==> src/hw/timer_split_pkg.sv <==
// Shared constants, register indices and field layouts of the split reload timer.
// Assumes a single system clock; register indices are multiplied by four on the bus.
`default_nettype none

package timer_split_pkg;

   // ----------------------------------------------------------------
   // Widths and timing
   // ----------------------------------------------------------------
   localparam int CNT_W   = 8;
   localparam int ADDR_W  = 12;
   localparam int DATA_W  = 32;
   localparam int DIV_SYS = 12;
   localparam int DIV_EXT = 8;

   // ----------------------------------------------------------------
   // Register indices (byte address is four times the index)
   // ----------------------------------------------------------------
   localparam logic [9:0] IDX_CTRL     = 10'h090;
   localparam logic [9:0] IDX_CLKCTL   = 10'h091;
   localparam logic [9:0] IDX_RLD_LO   = 10'h092;
   localparam logic [9:0] IDX_RLD_HI   = 10'h093;
   localparam logic [9:0] IDX_CNT_LO   = 10'h094;
   localparam logic [9:0] IDX_CNT_HI   = 10'h095;
   localparam logic [9:0] IDX_IRQ_STAT = 10'h096;
   localparam logic [9:0] IDX_IRQ_CLR  = 10'h097;
   localparam logic [9:0] IDX_IRQ_EN   = 10'h098;

   // ----------------------------------------------------------------
   // Values
   // ----------------------------------------------------------------
   localparam logic [7:0]  RST_BYTE = 8'h00;
   localparam logic [7:0]  CNT_MAX  = 8'hff;
   localparam logic [23:0] PAD_HI   = 24'h000000;
   localparam logic [5:0]  PAD_IRQ  = 6'h00;

   // ----------------------------------------------------------------
   // Field layouts
   // ----------------------------------------------------------------
   typedef struct packed {
      logic high_overflow_flag;
      logic low_overflow_flag;
      logic low_overflow_irq_enable;
      logic rsv4;
      logic split_mode_bit;
      logic high_half_run;
      logic rsv1;
      logic external_clock_select;
   } ctrl_t;

   typedef struct packed {
      logic       high_half_clock_mode;
      logic       low_half_clock_mode;
      logic [5:0] rsv;
   } clkctl_t;

   typedef struct packed {
      logic low;
      logic high;
   } ovf_t;

   // Count enable of one half from its clock mode and the shared source select.
   function automatic logic pick_step(input logic sys_mode, input logic ext_sel,
                                      input logic tick_sys, input logic tick_ext);
      return sys_mode ? 1'b1 : (ext_sel ? tick_ext : tick_sys);
   endfunction : pick_step

endpackage : timer_split_pkg

`default_nettype wire

==> src/hw/tick_source.sv <==
// Prescaler giving one-cycle ticks at system clock / DIV_SYS and external clock / DIV_EXT.
// Assumes the external clock input is synchronous to the system clock and slower than it.
`default_nettype none

module tick_source
   import timer_split_pkg::*;
#(
   parameter int P_DIV_SYS = DIV_SYS,
   parameter int P_DIV_EXT = DIV_EXT
)
(
   // Clock and reset
   input  wire logic i_clk,
   input  wire logic i_rst_b,
   input  wire logic i_ce,
   // External oscillator clock
   input  wire logic i_ext_clk,
   // Ticks
   output logic      o_tick_sys,
   output logic      o_tick_ext
);

   localparam int SW = $clog2(P_DIV_SYS);
   localparam int EW = $clog2(P_DIV_EXT);
   localparam logic [SW-1:0] SYS_LAST = SW'(P_DIV_SYS - 1);
   localparam logic [EW-1:0] EXT_LAST = EW'(P_DIV_EXT - 1);

   logic [SW-1:0] sys_cnt_r;
   logic [EW-1:0] ext_cnt_r;
   logic          ext_d_r;
   logic          ext_rise;

   assign ext_rise = i_ext_clk & ~ext_d_r;

   always_ff @(posedge i_clk or negedge i_rst_b)
   begin
      if (!i_rst_b)
      begin
         sys_cnt_r  <= '0;
         o_tick_sys <= 1'b0;
      end
      else if (i_ce)
      begin
         sys_cnt_r  <= (sys_cnt_r == SYS_LAST) ? '0 : sys_cnt_r + 1'b1;
         o_tick_sys <= (sys_cnt_r == SYS_LAST);
      end
   end

   always_ff @(posedge i_clk or negedge i_rst_b)
   begin
      if (!i_rst_b)
      begin
         ext_d_r    <= 1'b0;
         ext_cnt_r  <= '0;
         o_tick_ext <= 1'b0;
      end
      else if (i_ce)
      begin
         ext_d_r    <= i_ext_clk;
         o_tick_ext <= ext_rise && (ext_cnt_r == EXT_LAST);
         if (ext_rise)
         begin
            ext_cnt_r <= (ext_cnt_r == EXT_LAST) ? '0 : ext_cnt_r + 1'b1;
         end
      end
   end

   // ----------------------------------------------------------------
   // Assertions
   // ----------------------------------------------------------------
   // Enabled cycles since the last system tick, so the spacing is checked without a long repetition.
   localparam int GAP_W = $clog2(P_DIV_SYS + 1);

   logic [GAP_W-1:0] gap_r;

   always_ff @(posedge i_clk or negedge i_rst_b)
   begin
      if (!i_rst_b)
      begin
         gap_r <= '0;
      end
      else if (i_ce)
      begin
         gap_r <= o_tick_sys ? GAP_W'(1) : gap_r + GAP_W'(1);
      end
   end
endmodule : tick_source

`default_nettype wire

==> src/hw/reload_half.sv <==
// One 8-bit half of the timer: counts on a step, reloads or wraps at its top value.
// Gives a software write priority over a step or an overflow in the same cycle.
`default_nettype none

module reload_half
   import timer_split_pkg::*;
#(
   parameter int W = CNT_W
)
(
   // Clock and reset
   input  wire logic         i_clk,
   input  wire logic         i_rst_b,
   input  wire logic         i_ce,
   // Counting
   input  wire logic         i_step,
   input  wire logic         i_wrap_to_reload,
   input  wire logic [W-1:0] i_reload,
   // Software write
   input  wire logic         i_wr,
   input  wire logic [W-1:0] i_wdata,
   // State
   output logic [W-1:0]      o_count,
   output logic              o_ovf
);

   assign o_ovf = i_step && (o_count == {W{1'b1}});

   always_ff @(posedge i_clk or negedge i_rst_b)
   begin
      if (!i_rst_b)
      begin
         o_count <= '0;
      end
      else if (i_ce)
      begin
         if (i_wr)
         begin
            o_count <= i_wdata;
         end
         else if (o_ovf)
         begin
            o_count <= i_wrap_to_reload ? i_reload : '0;
         end
         else if (i_step)
         begin
            o_count <= o_count + 1'b1;
         end
      end
   end

endmodule : reload_half

`default_nettype wire

==> src/hw/split_timer.sv <==
// Split-mode reload timer with APB register access and one level interrupt.
// Assumes an APB master on the system clock and an external clock input synchronous to it.
//
// The APB register port is this design's own decision.
`default_nettype none

module split_timer
   import timer_split_pkg::*;
(
   // Clock, reset and clock enable
   input  wire logic              I_REF_CLK,
   input  wire logic              I_RST_B,
   input  wire logic              I_CE,
   // External oscillator clock
   input  wire logic              I_EXT_CLK,
   // APB slave
   input  wire logic              I_PSEL,
   input  wire logic              I_PENABLE,
   input  wire logic              I_PWRITE,
   input  wire logic [ADDR_W-1:0] I_PADDR,
   input  wire logic [DATA_W-1:0] I_PWDATA,
   input  wire logic [3:0]        I_PSTRB,
   output logic [DATA_W-1:0]      O_PRDATA,
   output logic                   O_PREADY,
   output logic                   O_PSLVERR,
   // Interrupt
   output logic                   O_IRQ
);

   // ----------------------------------------------------------------
   // Declarations
   // ----------------------------------------------------------------
   ctrl_t            ctrl_r;
   clkctl_t          clkctl_r;
   ovf_t             irq_en_r;
   logic [CNT_W-1:0] rld_lo_r;
   logic [CNT_W-1:0] rld_hi_r;
   logic [CNT_W-1:0] cnt_lo;
   logic [CNT_W-1:0] cnt_hi;
   logic             ovf_lo;
   logic             ovf_hi;
   logic             tick_sys;
   logic             tick_ext;
   logic             src_lo;
   logic             src_hi;
   logic             step_lo;
   logic             step_hi;
   logic             wrap_lo;
   logic [9:0]       idx;
   logic             setup;
   logic             wr_en;
   logic             hit;
   logic [7:0]       rd_byte;
   logic [7:0]       wbyte;
   logic             wr_ctrl;
   logic             wr_clr;
   logic             hf_nxt;
   logic             lf_nxt;
   logic             irq_nxt;

   // ----------------------------------------------------------------
   // Bus decode
   // ----------------------------------------------------------------
   assign idx   = I_PADDR[ADDR_W-1:2];
   assign wbyte = I_PWDATA[7:0];
   assign setup = I_PSEL & ~I_PENABLE;
   assign wr_en = I_PSEL & I_PENABLE & O_PREADY & I_PWRITE & I_PSTRB[0] & hit & I_CE;
   assign wr_ctrl = wr_en && (idx == IDX_CTRL);
   assign wr_clr  = wr_en && (idx == IDX_IRQ_CLR);

   always_comb
   begin
      hit     = (I_PADDR[1:0] == 2'b00);
      rd_byte = RST_BYTE;
      unique case (idx)
         IDX_CTRL:     rd_byte = ctrl_r;
         IDX_CLKCTL:   rd_byte = clkctl_r;
         IDX_RLD_LO:   rd_byte = rld_lo_r;
         IDX_RLD_HI:   rd_byte = rld_hi_r;
         IDX_CNT_LO:   rd_byte = cnt_lo;
         IDX_CNT_HI:   rd_byte = cnt_hi;
         IDX_IRQ_STAT: rd_byte = {PAD_IRQ, ctrl_r.low_overflow_flag, ctrl_r.high_overflow_flag};
         IDX_IRQ_CLR:  rd_byte = RST_BYTE;
         IDX_IRQ_EN:   rd_byte = {PAD_IRQ, irq_en_r};
         default:      hit     = 1'b0;
      endcase
   end

   // ----------------------------------------------------------------
   // Bus answer: one wait-free access phase, error on unmapped address
   // ----------------------------------------------------------------
   always_ff @(posedge I_REF_CLK or negedge I_RST_B)
   begin
      if (!I_RST_B)
      begin
         O_PREADY  <= 1'b0;
         O_PSLVERR <= 1'b0;
         O_PRDATA  <= '0;
      end
      else if (I_CE)
      begin
         O_PREADY  <= setup;
         O_PSLVERR <= setup & ~hit;
         if (setup && !I_PWRITE)
         begin
            O_PRDATA <= {PAD_HI, rd_byte};
         end
      end
   end

   // ----------------------------------------------------------------
   // Configuration registers
   // ----------------------------------------------------------------
   always_ff @(posedge I_REF_CLK or negedge I_RST_B)
   begin
      if (!I_RST_B)
      begin
         rld_lo_r <= RST_BYTE;
         rld_hi_r <= RST_BYTE;
      end
      else if (I_CE)
      begin
         if (wr_en && idx == IDX_RLD_LO)
         begin
            rld_lo_r <= wbyte;
         end
         if (wr_en && idx == IDX_RLD_HI)
         begin
            rld_hi_r <= wbyte;
         end
      end
   end

   always_ff @(posedge I_REF_CLK or negedge I_RST_B)
   begin
      if (!I_RST_B)
      begin
         clkctl_r <= RST_BYTE;
         irq_en_r <= '0;
      end
      else if (I_CE)
      begin
         if (wr_en && idx == IDX_CLKCTL)
         begin
            clkctl_r <= wbyte;
         end
         if (wr_en && idx == IDX_IRQ_EN)
         begin
            irq_en_r <= wbyte[1:0];
         end
      end
   end

   // ----------------------------------------------------------------
   // Control register and overflow flags
   // ----------------------------------------------------------------
   // A hardware overflow beats a software clear in the same cycle.
   always_comb
   begin
      hf_nxt = ctrl_r.high_overflow_flag;
      lf_nxt = ctrl_r.low_overflow_flag;
      if (wr_ctrl)
      begin
         hf_nxt = wbyte[7];
         lf_nxt = wbyte[6];
      end
      if (wr_clr && wbyte[0])
      begin
         hf_nxt = 1'b0;
      end
      if (wr_clr && wbyte[1])
      begin
         lf_nxt = 1'b0;
      end
      if (ovf_hi)
      begin
         hf_nxt = 1'b1;
      end
      if (ovf_lo)
      begin
         lf_nxt = 1'b1;
      end
   end

   always_ff @(posedge I_REF_CLK or negedge I_RST_B)
   begin
      if (!I_RST_B)
      begin
         ctrl_r <= RST_BYTE;
      end
      else if (I_CE)
      begin
         if (wr_ctrl)
         begin
            ctrl_r <= wbyte;
         end
         ctrl_r.high_overflow_flag <= hf_nxt;
         ctrl_r.low_overflow_flag  <= lf_nxt;
      end
   end

   // ----------------------------------------------------------------
   // Count sources and steps
   // ----------------------------------------------------------------
   tick_source u_ticks (
      .i_clk      (I_REF_CLK),
      .i_rst_b    (I_RST_B),
      .i_ce       (I_CE),
      .i_ext_clk  (I_EXT_CLK),
      .o_tick_sys (tick_sys),
      .o_tick_ext (tick_ext)
   );

   assign src_lo = pick_step(clkctl_r.low_half_clock_mode, ctrl_r.external_clock_select,
                             tick_sys, tick_ext);
   assign src_hi = pick_step(clkctl_r.high_half_clock_mode, ctrl_r.external_clock_select,
                             tick_sys, tick_ext);

   // In 16-bit operation the high byte steps on the low byte's carry.
   assign step_lo = ctrl_r.split_mode_bit ? src_lo : (src_lo & ctrl_r.high_half_run);
   assign step_hi = ctrl_r.split_mode_bit ? (src_hi & ctrl_r.high_half_run) : ovf_lo;
   assign wrap_lo = ctrl_r.split_mode_bit | (cnt_hi == CNT_MAX);

   // ----------------------------------------------------------------
   // Counter halves
   // ----------------------------------------------------------------
   reload_half u_low (
      .i_clk            (I_REF_CLK),
      .i_rst_b          (I_RST_B),
      .i_ce             (I_CE),
      .i_step           (step_lo),
      .i_wrap_to_reload (wrap_lo),
      .i_reload         (rld_lo_r),
      .i_wr             (wr_en && idx == IDX_CNT_LO),
      .i_wdata          (wbyte),
      .o_count          (cnt_lo),
      .o_ovf            (ovf_lo)
   );

   reload_half u_high (
      .i_clk            (I_REF_CLK),
      .i_rst_b          (I_RST_B),
      .i_ce             (I_CE),
      .i_step           (step_hi),
      .i_wrap_to_reload (1'b1),
      .i_reload         (rld_hi_r),
      .i_wr             (wr_en && idx == IDX_CNT_HI),
      .i_wdata          (wbyte),
      .o_count          (cnt_hi),
      .o_ovf            (ovf_hi)
   );

   // ----------------------------------------------------------------
   // Interrupt
   // ----------------------------------------------------------------
   assign irq_nxt = irq_en_r.high & (ctrl_r.high_overflow_flag |
                    (irq_en_r.low & ctrl_r.low_overflow_irq_enable & ctrl_r.low_overflow_flag));

   always_ff @(posedge I_REF_CLK or negedge I_RST_B)
   begin
      if (!I_RST_B)
      begin
         O_IRQ <= 1'b0;
      end
      else if (I_CE)
      begin
         O_IRQ <= irq_nxt;
      end
   end
endmodule : split_timer

`default_nettype wire

==> config.mk <==
export PLATFORM = sky130hd
export DESIGN_NAME = split_timer
export DESIGN_NICKNAME = d
export VERILOG_FILES = /design/src/hw/timer_split_pkg.sv /design/src/hw/tick_source.sv /design/src/hw/reload_half.sv /design/src/hw/split_timer.sv
export SDC_FILE = /design/constraint.sdc
export NUM_CORES = 1
export LEC_CHECK = 0
export BUFFER_PORTS_ARGS = -buffer_cell sky130_fd_sc_hd__buf_2
export CAP_MARGIN = 10
export CORE_UTILIZATION = 25
export CTS_CLUSTER_DIAMETER = 150
export CTS_CLUSTER_SIZE = 8
export DETAILED_ROUTE_END_ITERATION = 8
export PLACE_DENSITY = 0.49
export SYNTH_ARGS = -nofsm -noshare
export SYNTH_HDL_FRONTEND = slang
export SYNTH_HIERARCHICAL = 1
export SYNTH_SLANG_ARGS = --single-unit
==> constraint.sdc <==
create_clock -name I_REF_CLK -period 4.4 [get_ports I_REF_CLK]
set_input_delay 0.88 -clock I_REF_CLK [delete_from_list [all_inputs] [get_ports I_REF_CLK]]
set_output_delay 0.88 -clock I_REF_CLK [all_outputs]
set_load 0.02 [all_outputs]
==> impl_metrics.csv <==
group,metric,value,unit
synthesis,netlist_instances,403,
timing,final.setup.tns,0,ps
synthesis,synth.largest_area_cell,"dfrtp_1",
timing,finalCritPeriodShare,71.5,%
layout,drive_above_1_share,24.9,%
timing,grt_setup_unrepaired,"no",
worst_setup_path,critPathMaxStageDelay,440,ps
die,placementRows,47,
worst_setup_path,setup.worst_path.end_class,"flip-flop",
synthesis,area_of_the_mapped_netlist,4230,um2
die,die_height,132,um
worst_setup_path,cp_max_fo,9,
place,portBuffers,38,
synthesis,synthDominantCellAreaShare,42.0,%
routing,routed_via_density,4.88,
global_routing,grt_first_pass_wirelength,17.8,mm
power_and_ir_drop,comb_power_share,11.4,%
outcome,status,"completed",
synthesis,postSynth.asyncResetShare,100,%
worst_setup_path,cp.required,4660,ps
power_and_ir_drop,powerDensity,337,nW/um2
power_and_ir_drop,p_clk_share,44.9,%
die,ios,90,
power_and_ir_drop,sw_frac_of_total,25.3,%
die,core_area,16600,um2
timing,max_clock_freq,318,MHz
worst_setup_path,critical_path.cell_chain,"mux2_2 > o22a_1 > nand2_1 > nor3_4 > inv_1 > o21ai_0 > buf_4 > nand2_1 > nor3_4 > mux2_4 > a21oi_1",
synthesis,synth_enable_flop_cells,0,
clock_network,hold_buf_cts,0,
synthesis,yosys_register_bits,71,
clock_network,cts.clk_slew.worst_paths,60,ps
timing,worst_hold_slack,471,ps
worst_setup_path,critical_path_data_arrival_time,3410,ps
die,initial_core_util,25.5,%
global_routing,grt.total_usage,13.4,%
timing,timing.max_slew.rel_slack,54.1,%
layout,final_net_count,505,
routing,post-route-drc-count,0,
synthesis,synth_seq_area_share,42.0,%
synthesis,synth-main-ff-cell,"dfrtp_1",
synthesis,yosys.cell_count.top_type,"dfrtp_1",
timing,setup_viol,0,
timing,final_period_minus_worst_setup_slack,3150,ps
worst_setup_path,timing.critical_path.buf_inv,2,
clock_network,cts_tree,"done",
place,placed_area,4590,um2
global_routing,number_of_global_route_vias_before_repair,3161,
clock_network,post_cts_resized,0,
clock_network,h-tree-depth,3,
clock_network,clk-insertion-delay-late,340,ps
clock_network,clockRootBuffer,"clkbuf_16",
die,die-area,17500,um2
routing,totalWireLength,11.1,mm
power_and_ir_drop,power.internal,1.23,mW
global_routing,grt_antenna_before_repair,0,
routing,drt_first_pass_iters,6,
layout,layout-area-overhead-vs-synth,15.6,%
global_routing,pin_count_of_the_biggest_net_entering_global_routing,45,
place,gp_routability_congestion,0.818,
power_and_ir_drop,total_power,1.65,mW
clock_network,cts-buffers-inserted,9,
timing,drv_slew,0,
power_and_ir_drop,power.ir.vdd_worst,0.190,mV
routing,route.antenna.remaining_nets,0,
worst_setup_path,start_kind,"flip-flop",
synthesis,syn_avg_cell_area,10.5,um2
global_routing,grt_remaining_overflow,0,
power_and_ir_drop,seqPwrFrac,43.8,%
synthesis,yosys_warnings,6,
timing,timing.clock.skew,5.38,ps
synthesis,yosys-top-cells-area,"dfrtp_1, mux2_2, buf_4",
power_and_ir_drop,switching_power,0.417,mW
layout,post-route-cell-area,4890,um2
routing,route.detailed.wl_per_inst,16.5,um
place,hpwlAfterDp,8.14,mm
hold_path,worstHoldPathType,"flip-flop to flip-flop",
layout,antenna_cells,0,
clock_network,cts.sink_count,71,
clock_network,cts.repair_timing.setup_buffer_count,0,
routing,drt_iter0_drc,287,
worst_setup_path,criticalPathCategory,"flip-flop to flip-flop",
synthesis,synthTopCellsByCount,"dfrtp_1, mux2_2, nand2_1",
timing,finalHoldViolations,0,
worst_setup_path,slowest_stage_cell_crit_path,"nor3_4",
clock_network,maximum_clock_path_buffer_count,2,
die,die_w,132,um
power_and_ir_drop,leakagePower,2.22,nW
synthesis,number_of_different_library_cells_in_the_post_synthesis_netlist,61,
worst_setup_path,critical_path.top_delay_family,"simple AND/OR/NAND/NOR gates",
job,timing.max_cap.violations,0,
routing,route.vias.total,3266,
layout,final.fill_count,1728,
timing,least_margin_pin_slew,689,ps
through the flow:
stage               instances  setup WS (ps)  utilization (%)
floorplan                 432           1320                -
detailed placement        654           1090             27.7
finish                    669           1250             29.5
global route              669            991             29.5
global placement          654           1110             27.7
CTS                       669           1250             29.5
power by group through the flow:
| stage | logic, mW | clock network (mW) | registers [mW] |
|---|---|---|---|
| floorplan | 0.145 | 0 | 0.726 |
| global placement | 0.183 | 0 | 0.729 |
| global route | 0.213 | 0.789 | 0.729 |
| detailed placement | 0.189 | 0 | 0.733 |
| CTS | 0.190 | 0.761 | 0.721 |
| finish | 0.187 | 0.740 | 0.722 |
layer usage:
layer  vias up  track usage, %  wire (um)
li1       1555               -          -
met1      1606            18.0       5270
met2        92            20.6       5070
met3        13            2.88        489
met4         0            5.81        230
met5         -               0          0
layout make-up:
type	instances	area (um2)	area share [%]
Clock inverter	3	42.5	0.870
Inverter	12	45.0	0.921
Clock buffer	12	256	5.24
Tap cell	220	275	5.63
Timing Repair Buffer	43	228	4.65
Sequential cell	71	1780	36.3
Multi-Input combinational cell	308	2270	46.4
state kept, by name (all words and copies together) (netlist names):
signal,cells
clkctl_r,8
u_low/o_count,8
ctrl_r,8
u_ticks/ext_d_r,1
u_ticks/ext_cnt_r,3
u_ticks/sys_cnt_r,4
O_IRQ,1
O_PREADY,1
O_PRDATA,8
u_high/o_count,8
u_ticks/o_tick_sys,1
irq_en_r,2
u_ticks/o_tick_ext,1
O_PSLVERR,1
rld_lo_r,8
rld_hi_r,8
logic make-up after synthesis:
| group | share of synthesized area [%] |
|---|---|
| simple gates | 15.0 |
| mux | 17.8 |
| compound gates | 15.8 |
| xor+xnor | 0.828 |
| other cells | 0.177 |
| fa+ha+maj | 1.48 |
| buf+inv | 7.01 |
| flops | 42.0 |
path summary, 6_finish.rpt:
path	start	endpoint	slack [ps]	cells past startpoint
max in group asynchronous	I_RST_B	clkctl_r[7]$_DFFE_PN0P_	2790	2
setup / recovery	ctrl_r[0]$_DFFE_PN0P_	u_high/o_count[0]$_DFFE_PN0P_	1250	11
hold reg to reg	O_PRDATA[4]$_DFFE_PN0P_	O_PRDATA[4]$_DFFE_PN0P_	470	2
min in group asynchronous	I_RST_B	O_PSLVERR$_DFFE_PN0P_	580	1
setup reg to reg	ctrl_r[0]$_DFFE_PN0P_	u_high/o_count[0]$_DFFE_PN0P_	1250	11
hold / removal	O_PRDATA[4]$_DFFE_PN0P_	O_PRDATA[4]$_DFFE_PN0P_	470	2
worst min-delay path: cells and delay by family, from the launching register on:
family,cells,cell delay (ps)
DFF,1,330
and+or+nand+nor,1,40
AOI/OAI and AO/OA,1,60
layout by cell type (no fill, tap or decap), drive strengths merged, types with 4 or more instances in the layout:
master and n:
nand3 13, nand3b 4, a21oi 9, nand2 30, nand4 11, o21ai 24
inv 12, ha 5, dfrtp 71, a311oi 4, mux2i 10, and3 6
o21a 7, o31ai 4, buf 43, o31a 5, mux4 6, nor2 16
a31oi 12, xor2 4, o22ai 11, conb 31, clkbuf 12, mux2 45
nor3 6
No activity file was read; power rests on OpenSTA's default activity.
